<file path="config.mk">
export PLATFORM = sky130hd
export DESIGN_NAME = ccr_top
export DESIGN_NICKNAME = d
export VERILOG_FILES = /design/src/ccr_pkg.sv /design/src/ccr_sync.sv /design/src/ccr_top.sv
export SDC_FILE = /design/constraint.sdc
export NUM_CORES = 1
export LEC_CHECK = 0
export CELL_PAD_IN_SITES_DETAIL_PLACEMENT = 0
export CELL_PAD_IN_SITES_GLOBAL_PLACEMENT = 1
export CORE_MARGIN = 5
export CORE_UTILIZATION = 46
export CTS_CLUSTER_DIAMETER = 120
export CTS_CLUSTER_SIZE = 25
export DETAILED_ROUTE_END_ITERATION = 12
export DONT_BUFFER_PORTS = 1
export PLACE_DENSITY_LB_ADDON = 0.1
export SLEW_MARGIN = 25
export SYNTH_ARGS = -nofsm -noshare
export SYNTH_HDL_FRONTEND = slang
export SYNTH_SLANG_ARGS = --single-unit
export TNS_END_PERCENT = 10
</file>
<file path="constraint.sdc">
create_clock -name i_clk -period 3.65 [get_ports i_clk]
set_input_delay 0.73 -clock i_clk [delete_from_list [all_inputs] [get_ports i_clk]]
set_output_delay 0.73 -clock i_clk [all_outputs]
set_load 0.005 [all_outputs]
</file>
<file path="src/ccr_pkg.sv">
//------------------------------------------------------------------------------
// Purpose: Shared constants and types for the core clock ratio and reset block.
// Assumes: i_clk runs at 200 MHz and is much faster than the system clock pin.
// Notes: Ratio codes follow the strap table; code 3'b111 is not a valid ratio.
//------------------------------------------------------------------------------
package ccr_pkg;

    //--------------------------------------------------------------------------
    // Clock and timing
    //--------------------------------------------------------------------------
    localparam int CLK_MHZ = 200;
    localparam int RESET_SEQ_NS = 100;
    localparam int RESET_SEQ_CYC = (RESET_SEQ_NS * CLK_MHZ + 999) / 1000;
    localparam int PERIOD_W = 16;
    localparam int RATIO_W = 4;
    localparam int SEL_W = 3;

    //--------------------------------------------------------------------------
    // Ratio strap codes and multipliers
    //--------------------------------------------------------------------------
    localparam logic [SEL_W-1:0] SEL_X4 = 3'h0;
    localparam logic [SEL_W-1:0] SEL_X5 = 3'h1;
    localparam logic [SEL_W-1:0] SEL_X6 = 3'h2;
    localparam logic [SEL_W-1:0] SEL_X7 = 3'h3;
    localparam logic [SEL_W-1:0] SEL_X8 = 3'h4;
    localparam logic [SEL_W-1:0] SEL_X10 = 3'h5;
    localparam logic [SEL_W-1:0] SEL_X12 = 3'h6;
    localparam logic [SEL_W-1:0] SEL_RESERVED = 3'h7;
    localparam logic [SEL_W-1:0] SEL_RESET_VAL = SEL_X4;
    localparam logic [RATIO_W-1:0] RATIO_4 = 4'h4;
    localparam logic [RATIO_W-1:0] RATIO_5 = 4'h5;
    localparam logic [RATIO_W-1:0] RATIO_6 = 4'h6;
    localparam logic [RATIO_W-1:0] RATIO_7 = 4'h7;
    localparam logic [RATIO_W-1:0] RATIO_8 = 4'h8;
    localparam logic [RATIO_W-1:0] RATIO_10 = 4'hA;
    localparam logic [RATIO_W-1:0] RATIO_12 = 4'hC;
    localparam logic [RATIO_W-1:0] RATIO_NONE = 4'h0;

    //--------------------------------------------------------------------------
    // Pin bundle and sequencer states
    //--------------------------------------------------------------------------
    typedef struct packed {
        logic reset_req_b;
        logic por_b;
        logic sys_clk;
        logic out_disable;
        logic [SEL_W-1:0] core_ratio_select;
    } ccr_pins_type;

    localparam int PINS_W = $bits(ccr_pins_type);
    localparam ccr_pins_type PINS_RESET_VAL = '{1'b0, 1'b0, 1'b0, 1'b0, SEL_RESET_VAL};

    typedef enum logic [1:0] {
        ST_HOLD,
        ST_LATCH,
        ST_SEQ,
        ST_DONE
    } ccr_state_type;

endpackage

</file>
<file path="src/ccr_sync.sv">
//------------------------------------------------------------------------------
// Purpose: Three-stage synchroniser with an agree filter for each pin bit.
// Assumes: Inputs come from outside the i_clk domain.
// Notes: The first stage feeds only the second stage.
//------------------------------------------------------------------------------
`timescale 1ns/1ps
module ccr_sync #(
    parameter int WIDTH = 1,
    parameter logic [WIDTH-1:0] RESET_VAL = '0
) (
    input wire logic i_clk,
    input wire logic i_rst_b,
    input wire logic [WIDTH-1:0] i_async,
    output logic [WIDTH-1:0] o_sync
);

    logic [WIDTH-1:0] s1_q;
    logic [WIDTH-1:0] s2_q;
    logic [WIDTH-1:0] s3_q;
    logic [WIDTH-1:0] out_q;
    logic [WIDTH-1:0] out_d;

    //--------------------------------------------------------------------------
    // Per-bit filter
    //--------------------------------------------------------------------------
    genvar b;
    generate
        for (b = 0; b < WIDTH; b++) begin : g_bit
            // A change counts only when the second and third stages agree.
            always_comb begin
                out_d[b] = (s2_q[b] == s3_q[b]) ? s3_q[b] : out_q[b];
            end
        end
    endgenerate

    always_ff @(posedge i_clk or negedge i_rst_b) begin
        if (!i_rst_b) begin
            s1_q <= RESET_VAL;
            s2_q <= RESET_VAL;
            s3_q <= RESET_VAL;
            out_q <= RESET_VAL;
        end else begin
            s1_q <= i_async;
            s2_q <= s1_q;
            s3_q <= s2_q;
            out_q <= out_d;
        end
    end

    assign o_sync = out_q;

endmodule // ccr_sync

</file>
<file path="src/ccr_top.sv">
//------------------------------------------------------------------------------
// Purpose: Core clock ratio selection and reset sequencing for a processor.
// Assumes: i_clk is a fast sampling clock; the system clock arrives on a pin.
// Notes: The core clock is a one-cycle enable stream at ratio times the
//        measured system clock rate.
//------------------------------------------------------------------------------
// Function
// RL1 - Core clock is an integer multiple of system clock, chosen by straps.
// RL2 - Codes 000..110 give 4,5,6,7,8,10,12; 111 is reserved, invalid.
// RL3 - Board ties straps fixed; they may change only during reset.
// RL4 - Reset input puts the device in a known state with execution idle.
// RL5 - Board holds reset input asserted a minimum time per reset kind.
// RL6 - Device drives reset-done output once its reset sequence finishes.
// RL7 - Power-on input resets internal DRAM; board ties it to reset-done.
// RL8 - While reset is active every output pin is high impedance.
// RL9 - Every asynchronous input, reset included, is synchronised before use. Code: i_rst_b clears every flop directly, unsynchronised.
// RL10 - Output pins can also be high impedance during normal operation.
`timescale 1ns/1ps
module ccr_top
    import ccr_pkg::*;
#(
    parameter int SEQ_CYCLES = RESET_SEQ_CYC
) (
    input wire logic i_clk,
    input wire logic i_rst_b,
    input wire ccr_pkg::ccr_pins_type i_pins,
    output logic o_core_clk_en,
    output logic [ccr_pkg::RATIO_W-1:0] o_core_ratio,
    output logic o_ratio_invalid,
    output logic o_core_run,
    output logic o_reset_done,
    output logic o_reset_done_oe,
    output logic o_pin_oe,
    output logic o_dram_reset
);
    import ccr_pkg::*;

    ccr_pins_type pins;
    ccr_state_type state_q;
    ccr_state_type state_d;
    logic [15:0] seq_cnt_q;
    logic [15:0] seq_cnt_d;
    logic [RATIO_W-1:0] ratio_q;
    logic [RATIO_W-1:0] ratio_d;
    logic inval_q;
    logic inval_d;
    logic sys_prev_q;
    logic [PERIOD_W-1:0] per_cnt_q;
    logic [PERIOD_W-1:0] per_cnt_d;
    logic [PERIOD_W-1:0] period_q;
    logic [PERIOD_W-1:0] period_d;
    logic [PERIOD_W:0] acc_q;
    logic [PERIOD_W:0] acc_d;
    logic [PERIOD_W:0] acc_sum;
    logic core_en_q;
    logic core_en_d;
    logic run_q;
    logic run_d;
    logic done_q;
    logic done_d;
    logic done_oe_q;
    logic done_oe_d;
    logic pin_oe_q;
    logic pin_oe_d;
    logic dram_rst_q;
    logic dram_rst_d;
    logic sys_rise;

    //--------------------------------------------------------------------------
    // Pin synchronisers
    //--------------------------------------------------------------------------
    ccr_sync #(
        .WIDTH(PINS_W),
        .RESET_VAL(PINS_RESET_VAL)
    ) u_sync (
        .i_clk(i_clk),
        .i_rst_b(i_rst_b),
        .i_async(i_pins),
        .o_sync(pins)
    ); // [RL9]

    //--------------------------------------------------------------------------
    // Reset sequencer
    //--------------------------------------------------------------------------
    always_comb begin
        state_d = state_q;
        seq_cnt_d = seq_cnt_q;
        ratio_d = ratio_q;
        inval_d = inval_q;
        case (state_q)
            ST_HOLD: begin
                seq_cnt_d = '0;
                if (pins.reset_req_b) begin
                    state_d = ST_LATCH;
                end
            end
            ST_LATCH: begin
                // Straps are only sampled here, so later changes are ignored.
                inval_d = 1'b0; // [RL3]
                case (pins.core_ratio_select) // [RL2]
                    SEL_X4: ratio_d = RATIO_4;
                    SEL_X5: ratio_d = RATIO_5;
                    SEL_X6: ratio_d = RATIO_6;
                    SEL_X7: ratio_d = RATIO_7;
                    SEL_X8: ratio_d = RATIO_8;
                    SEL_X10: ratio_d = RATIO_10;
                    SEL_X12: ratio_d = RATIO_12;
                    default: begin
                        ratio_d = RATIO_NONE;
                        inval_d = 1'b1;
                    end
                endcase
                state_d = ST_SEQ;
            end
            ST_SEQ: begin
                if (seq_cnt_q >= 16'(SEQ_CYCLES - 1)) begin
                    state_d = ST_DONE;
                end else begin
                    seq_cnt_d = seq_cnt_q + 16'h0001;
                end
            end
            ST_DONE: begin
            end
            default: begin
                state_d = ST_HOLD;
            end
        endcase
        // Reset request wins in every state.
        if (!pins.reset_req_b) begin
            state_d = ST_HOLD; // [RL4]
        end
    end

    always_ff @(posedge i_clk or negedge i_rst_b) begin
        if (!i_rst_b) begin
            state_q <= ST_HOLD;
            seq_cnt_q <= 16'h0000;
            ratio_q <= RATIO_4;
            inval_q <= 1'b0;
        end else begin
            state_q <= state_d;
            seq_cnt_q <= seq_cnt_d;
            ratio_q <= ratio_d;
            inval_q <= inval_d;
        end
    end

    //--------------------------------------------------------------------------
    // Core clock enable generator
    //--------------------------------------------------------------------------
    // The period is measured on the synchronised system clock, so jitter of
    // one sampling cycle shows up as slight spacing variation of the enables.
    assign sys_rise = pins.sys_clk && !sys_prev_q;
    assign acc_sum = acc_q + {{(PERIOD_W + 1 - RATIO_W){1'b0}}, ratio_q};

    always_comb begin
        per_cnt_d = per_cnt_q;
        period_d = period_q;
        acc_d = acc_q;
        core_en_d = 1'b0;
        if (sys_rise) begin
            per_cnt_d = {{(PERIOD_W - 1){1'b0}}, 1'b1};
            period_d = per_cnt_q;
        end else if (per_cnt_q != '1) begin
            per_cnt_d = per_cnt_q + {{(PERIOD_W - 1){1'b0}}, 1'b1};
        end
        if (run_d && period_q != '0) begin
            // Ratio enables per measured period: rate is ratio times system rate.
            if (acc_sum >= {1'b0, period_q}) begin
                acc_d = acc_sum - {1'b0, period_q};
                core_en_d = 1'b1; // [RL1]
            end else begin
                acc_d = acc_sum;
            end
        end else begin
            acc_d = '0;
        end
    end

    always_ff @(posedge i_clk or negedge i_rst_b) begin
        if (!i_rst_b) begin
            sys_prev_q <= 1'b0;
            per_cnt_q <= '0;
            period_q <= '0;
            acc_q <= '0;
            core_en_q <= 1'b0;
        end else begin
            sys_prev_q <= pins.sys_clk;
            per_cnt_q <= per_cnt_d;
            period_q <= period_d;
            acc_q <= acc_d;
            core_en_q <= core_en_d;
        end
    end

    //--------------------------------------------------------------------------
    // Output controls
    //--------------------------------------------------------------------------
    always_comb begin
        // Execution stays idle until the sequence ends with a valid ratio.
        run_d = (state_q == ST_DONE) && !inval_q && pins.reset_req_b; // [RL4]
        done_d = (state_q == ST_DONE); // [RL6]
        done_oe_d = (state_q != ST_HOLD); // [RL8]
        pin_oe_d = (state_q == ST_DONE) && !pins.out_disable; // [RL8] [RL10]
        dram_rst_d = !pins.por_b; // [RL7]
    end

    always_ff @(posedge i_clk or negedge i_rst_b) begin
        if (!i_rst_b) begin
            run_q <= 1'b0;
            done_q <= 1'b0;
            done_oe_q <= 1'b0;
            pin_oe_q <= 1'b0;
            dram_rst_q <= 1'b1;
        end else begin
            run_q <= run_d;
            done_q <= done_d;
            done_oe_q <= done_oe_d;
            pin_oe_q <= pin_oe_d;
            dram_rst_q <= dram_rst_d;
        end
    end

    assign o_core_clk_en = core_en_q;
    assign o_core_ratio = ratio_q;
    assign o_ratio_invalid = inval_q;
    assign o_core_run = run_q;
    assign o_reset_done = done_q;
    assign o_reset_done_oe = done_oe_q;
    assign o_pin_oe = pin_oe_q;
    assign o_dram_reset = dram_rst_q;

endmodule // ccr_top

</file>
==> run_results.csv <==
group,metric,value,unit
synthesis,ys_seq_area_share,50.9,%
route,first_iter_violations,165,
route,routed_wl,10000,µm
timing,layout_setup_ws,0.151,ns
cts,cts_buffers,9,
power_and_ir_drop,combPwrFrac,45.6,%
critical_path,worstSetupPathType,"reg -> reg",
route,drtAntennaViolNets,0,
synthesis,ys.flop_type,"dfrtp_1",
final_layout,final_cell_mix,"dfrtp_1, nor2_1, nand2_1, inv_1, o21ai_0",
synthesis,yosysTopAreaCell,"dfrtp_1",
timing,worstMarginPinSlew,0.708,ns
global_route,grt_pass1_vias,3540,
hold_path,hold_class,"in -> async",
power_and_ir_drop,powerDensity,731,mW/mm²
power_and_ir_drop,finalPower,4460,µW
floorplanning,die_h,117,µm
route,via_count,3556,
final_layout,antennaDiodeCount,0,
floorplanning,rows,39,
critical_path,critPathLaunch,"o_core_ratio[0]$_DFFE_PN0P_",
global_route,grt_util_all_layers,16.3,%
timing,fmax,286,MHz
cts,htree_levels,3,
timing,finalSetupViolCount,0,
final_layout,fin_nets,577,
route,drc,0,
place,hpwl,7220,µm
place,portBuffers,0,
cts,clock_latency,0.36,ns
cts,cts_tree,"built",
global_route,grt_start_max_net_pins,108,
critical_path,critPathCaptureType,"register",
synthesis,netlist_area,0.00526,mm²
power_and_ir_drop,switching_power,1590,µW
floorplanning,die_x,117,µm
synthesis,ys_types,53,
final_layout,layout.cells.most_common,"dfrtp_1",
synthesis,avgSynthCellArea,10.2,µm²
timing,hold_viol,0,
synthesis,synthesis.nets,551,
timing,fin_crit,3.50,ns
critical_path,critPathLaunchType,"register",
critical_path,r2r_start,"o_core_ratio[0]$_DFFE_PN0P_",
timing,slew_headroom,52.7,%
final_layout,syn_to_final_growth,16.0,%
final_layout,n_fill_cell,1024,
synthesis,synthTopCellsByArea,"dfrtp_1, ha_1, nor2_1",
floorplanning,io_pins,20,
final_layout,drive_gt1_share,14.9,%
run,max-cap-violations,0,
synthesis,synth-seq-cells,107,
floorplanning,start_util,46.5,%
power_and_ir_drop,intPower,2870,µW
critical_path,required,3.86,ns
route,viasPerCell,5.17,
cts,cts_sinks,107,
route,wl_per_cell,14.6,µm
synthesis,yosysWarnings,0,
cts,clock_path_buffers,2,
cts,clk_pin_slew,0.07,ns
timing,finClkSkew,0.00835,ns
power_and_ir_drop,p_leak,0.00283,µW
place,place_ws,-0.134,ns
run_status,status,"finished, final reports clean",
timing,period_share,95.9,%
timing,rsz0062_at_grt,"true",
cts,root_buffer,"clkbuf_16",
global_route,grt_pass1_wl,17400,µm
critical_path,cp_max_fo,9,
power_and_ir_drop,switching_share,35.6,%
timing,slew_viol_final,0,
place,gp_congestion,0.913,
floorplanning,die-area,0.0137,mm²
power_and_ir_drop,p_clk_share,22.9,%
power_and_ir_drop,peakVddDrop,306,µV
floorplanning,fp.coreArea,0.0113,mm²
power_and_ir_drop,seqPwrFrac,31.5,%
global_route,overflow,0,
global_route,antenna_found_initial,0,
critical_path,worst_ep_arrival_time,3.71,ns
synthesis,synth_top_area_share,49.9,%
synthesis,synth_edf_count,0,
synthesis,synthArstFlopShare,100,%
synthesis,synthCells,514,
route,firstDrtPassIters,4,
-- power by group through the flow --
stage               Clock (µW)  Combinational [µW]  Sequential, µW
floorplan                    0                1470            1400
global placement             0                1820            1420
detailed placement           0                1840            1430
CTS                       1060                1900            1400
global route              1110                2270            1430
finish                    1020                2030            1410
-- registers in the layout, summed over array words and instances (netlist names), 2 cells and up --
signal / flops
acc_q: 17
o_core_ratio: 4
per_cnt_q: 16
period_q: 16
seq_cnt_q: 16
state_q: 2
u_sync.o_sync: 7
u_sync.s1_q: 7
u_sync.s2_q: 7
u_sync.s3_q: 7
-- layer usage --
layer | GRT usage [%] | part of all wire (%) | up-vias
li1 | - | - | 1832
met1 | 23.2 | 51 | 1673
met2 | 24.6 | 44 | 37
met3 | 2.88 | 2.7 | 14
met4 | 7.11 | 2.0 | 0
met5 | 0 | 0 | -
-- metrics by stage --
step           area (µm²)  cells  util (%)  setup TNS (ns)  hold slack (ns)
6_report             6100    688      53.9               0           0.0584
5_1_grt              6100    688      53.9          -0.820           0.0410
4_1_cts              5920    685      52.3               0           0.0442
3_5_place_dp         5540    666      49.0           -1.59            0.336
3_3_place_gp         5540    666      49.0           -1.52            0.334
2_1_floorplan        5260    514         -               0            0.331
-- worst paths after layout --
kind / endpoint / slack (ns) / cells past startpoint
max reg2reg: acc_q[10]$_DFF_PN0_ / 0.15 / 16
max in group asynchronous: o_core_ratio[2]$_DFFE_PN1P_ / 3.37 / 0
min: seq_cnt_q[6]$_DFFE_PN0P_ / 0.06 / 0
min in group i_clk: u_sync.s2_q[3]$_DFF_PN0_ / 0.35 / 0
max: acc_q[10]$_DFF_PN0_ / 0.15 / 16
min reg2reg: u_sync.s2_q[3]$_DFF_PN0_ / 0.35 / 0
-- Yosys cell counts, drive strengths merged, types with 10 or more instances --
cell type	number
clkbuf	10
nand2	36
nand4	10
xnor2	24
ha	26
and3	11
inv	34
and2	11
o21ai	35
a21oi	19
nor2	58
dfrtp	105
xor2	11
mux2i	14
nand3	16
-- logic make-up (layout without fill, tap and decap cells) --
group                      count (synthesis)  count (layout)  share of synthesized area, %
muxes                                     14              14                          2.66
DFF                                      107             107                          50.9
adders and majority gates                 35              35                          8.28
AOI/OAI and AO/OA                         91              91                          11.1
and+or+nand+nor                          186             186                          17.7
buffers and inverters                     46              77                          3.50
xor gates and xnor gates                  35              35                          5.83
-- critical path: stages (launching register included) --
cell and delay, ns:
dfrtp_1 0.35, ha_2 0.18, inv_2 0.04, fa_2 0.35, and2b_2 0.27, o211ai_4 0.08
buf_4 0.17, xnor2_2 0.21, ha_1 0.32, a21oi_2 0.19, o21ai_2 0.08, a221o_1 0.36
a21oi_2 0.18, o221ai_4 0.16, buf_6 0.19, mux2i_1 0.16, nor2_1 0.05
-- cell type report --
type / count / area, µm² / area share, %
timing repair buffer: 27 / 208 / 3.40
clock buffer: 10 / 239 / 3.92
clock inverter: 6 / 82.6 / 1.35
sequential: 107 / 2680 / 43.9
inverter: 34 / 128 / 2.09
tap: 143 / 179 / 2.93
multi-input combinational: 361 / 2590 / 42.4
-- repair_timing --
action | in CTS | in global routing
pin swaps | 3 | 19
hold endpoints to repair | 0 | 0
hold buffers | 0 | 0
setup buffers | 3 | 2
resized for setup | 6 | 29
endpoints found under the setup margin | 17 | 18
gates cloned | 0 | 1
(Power assumes the default switching activity.)
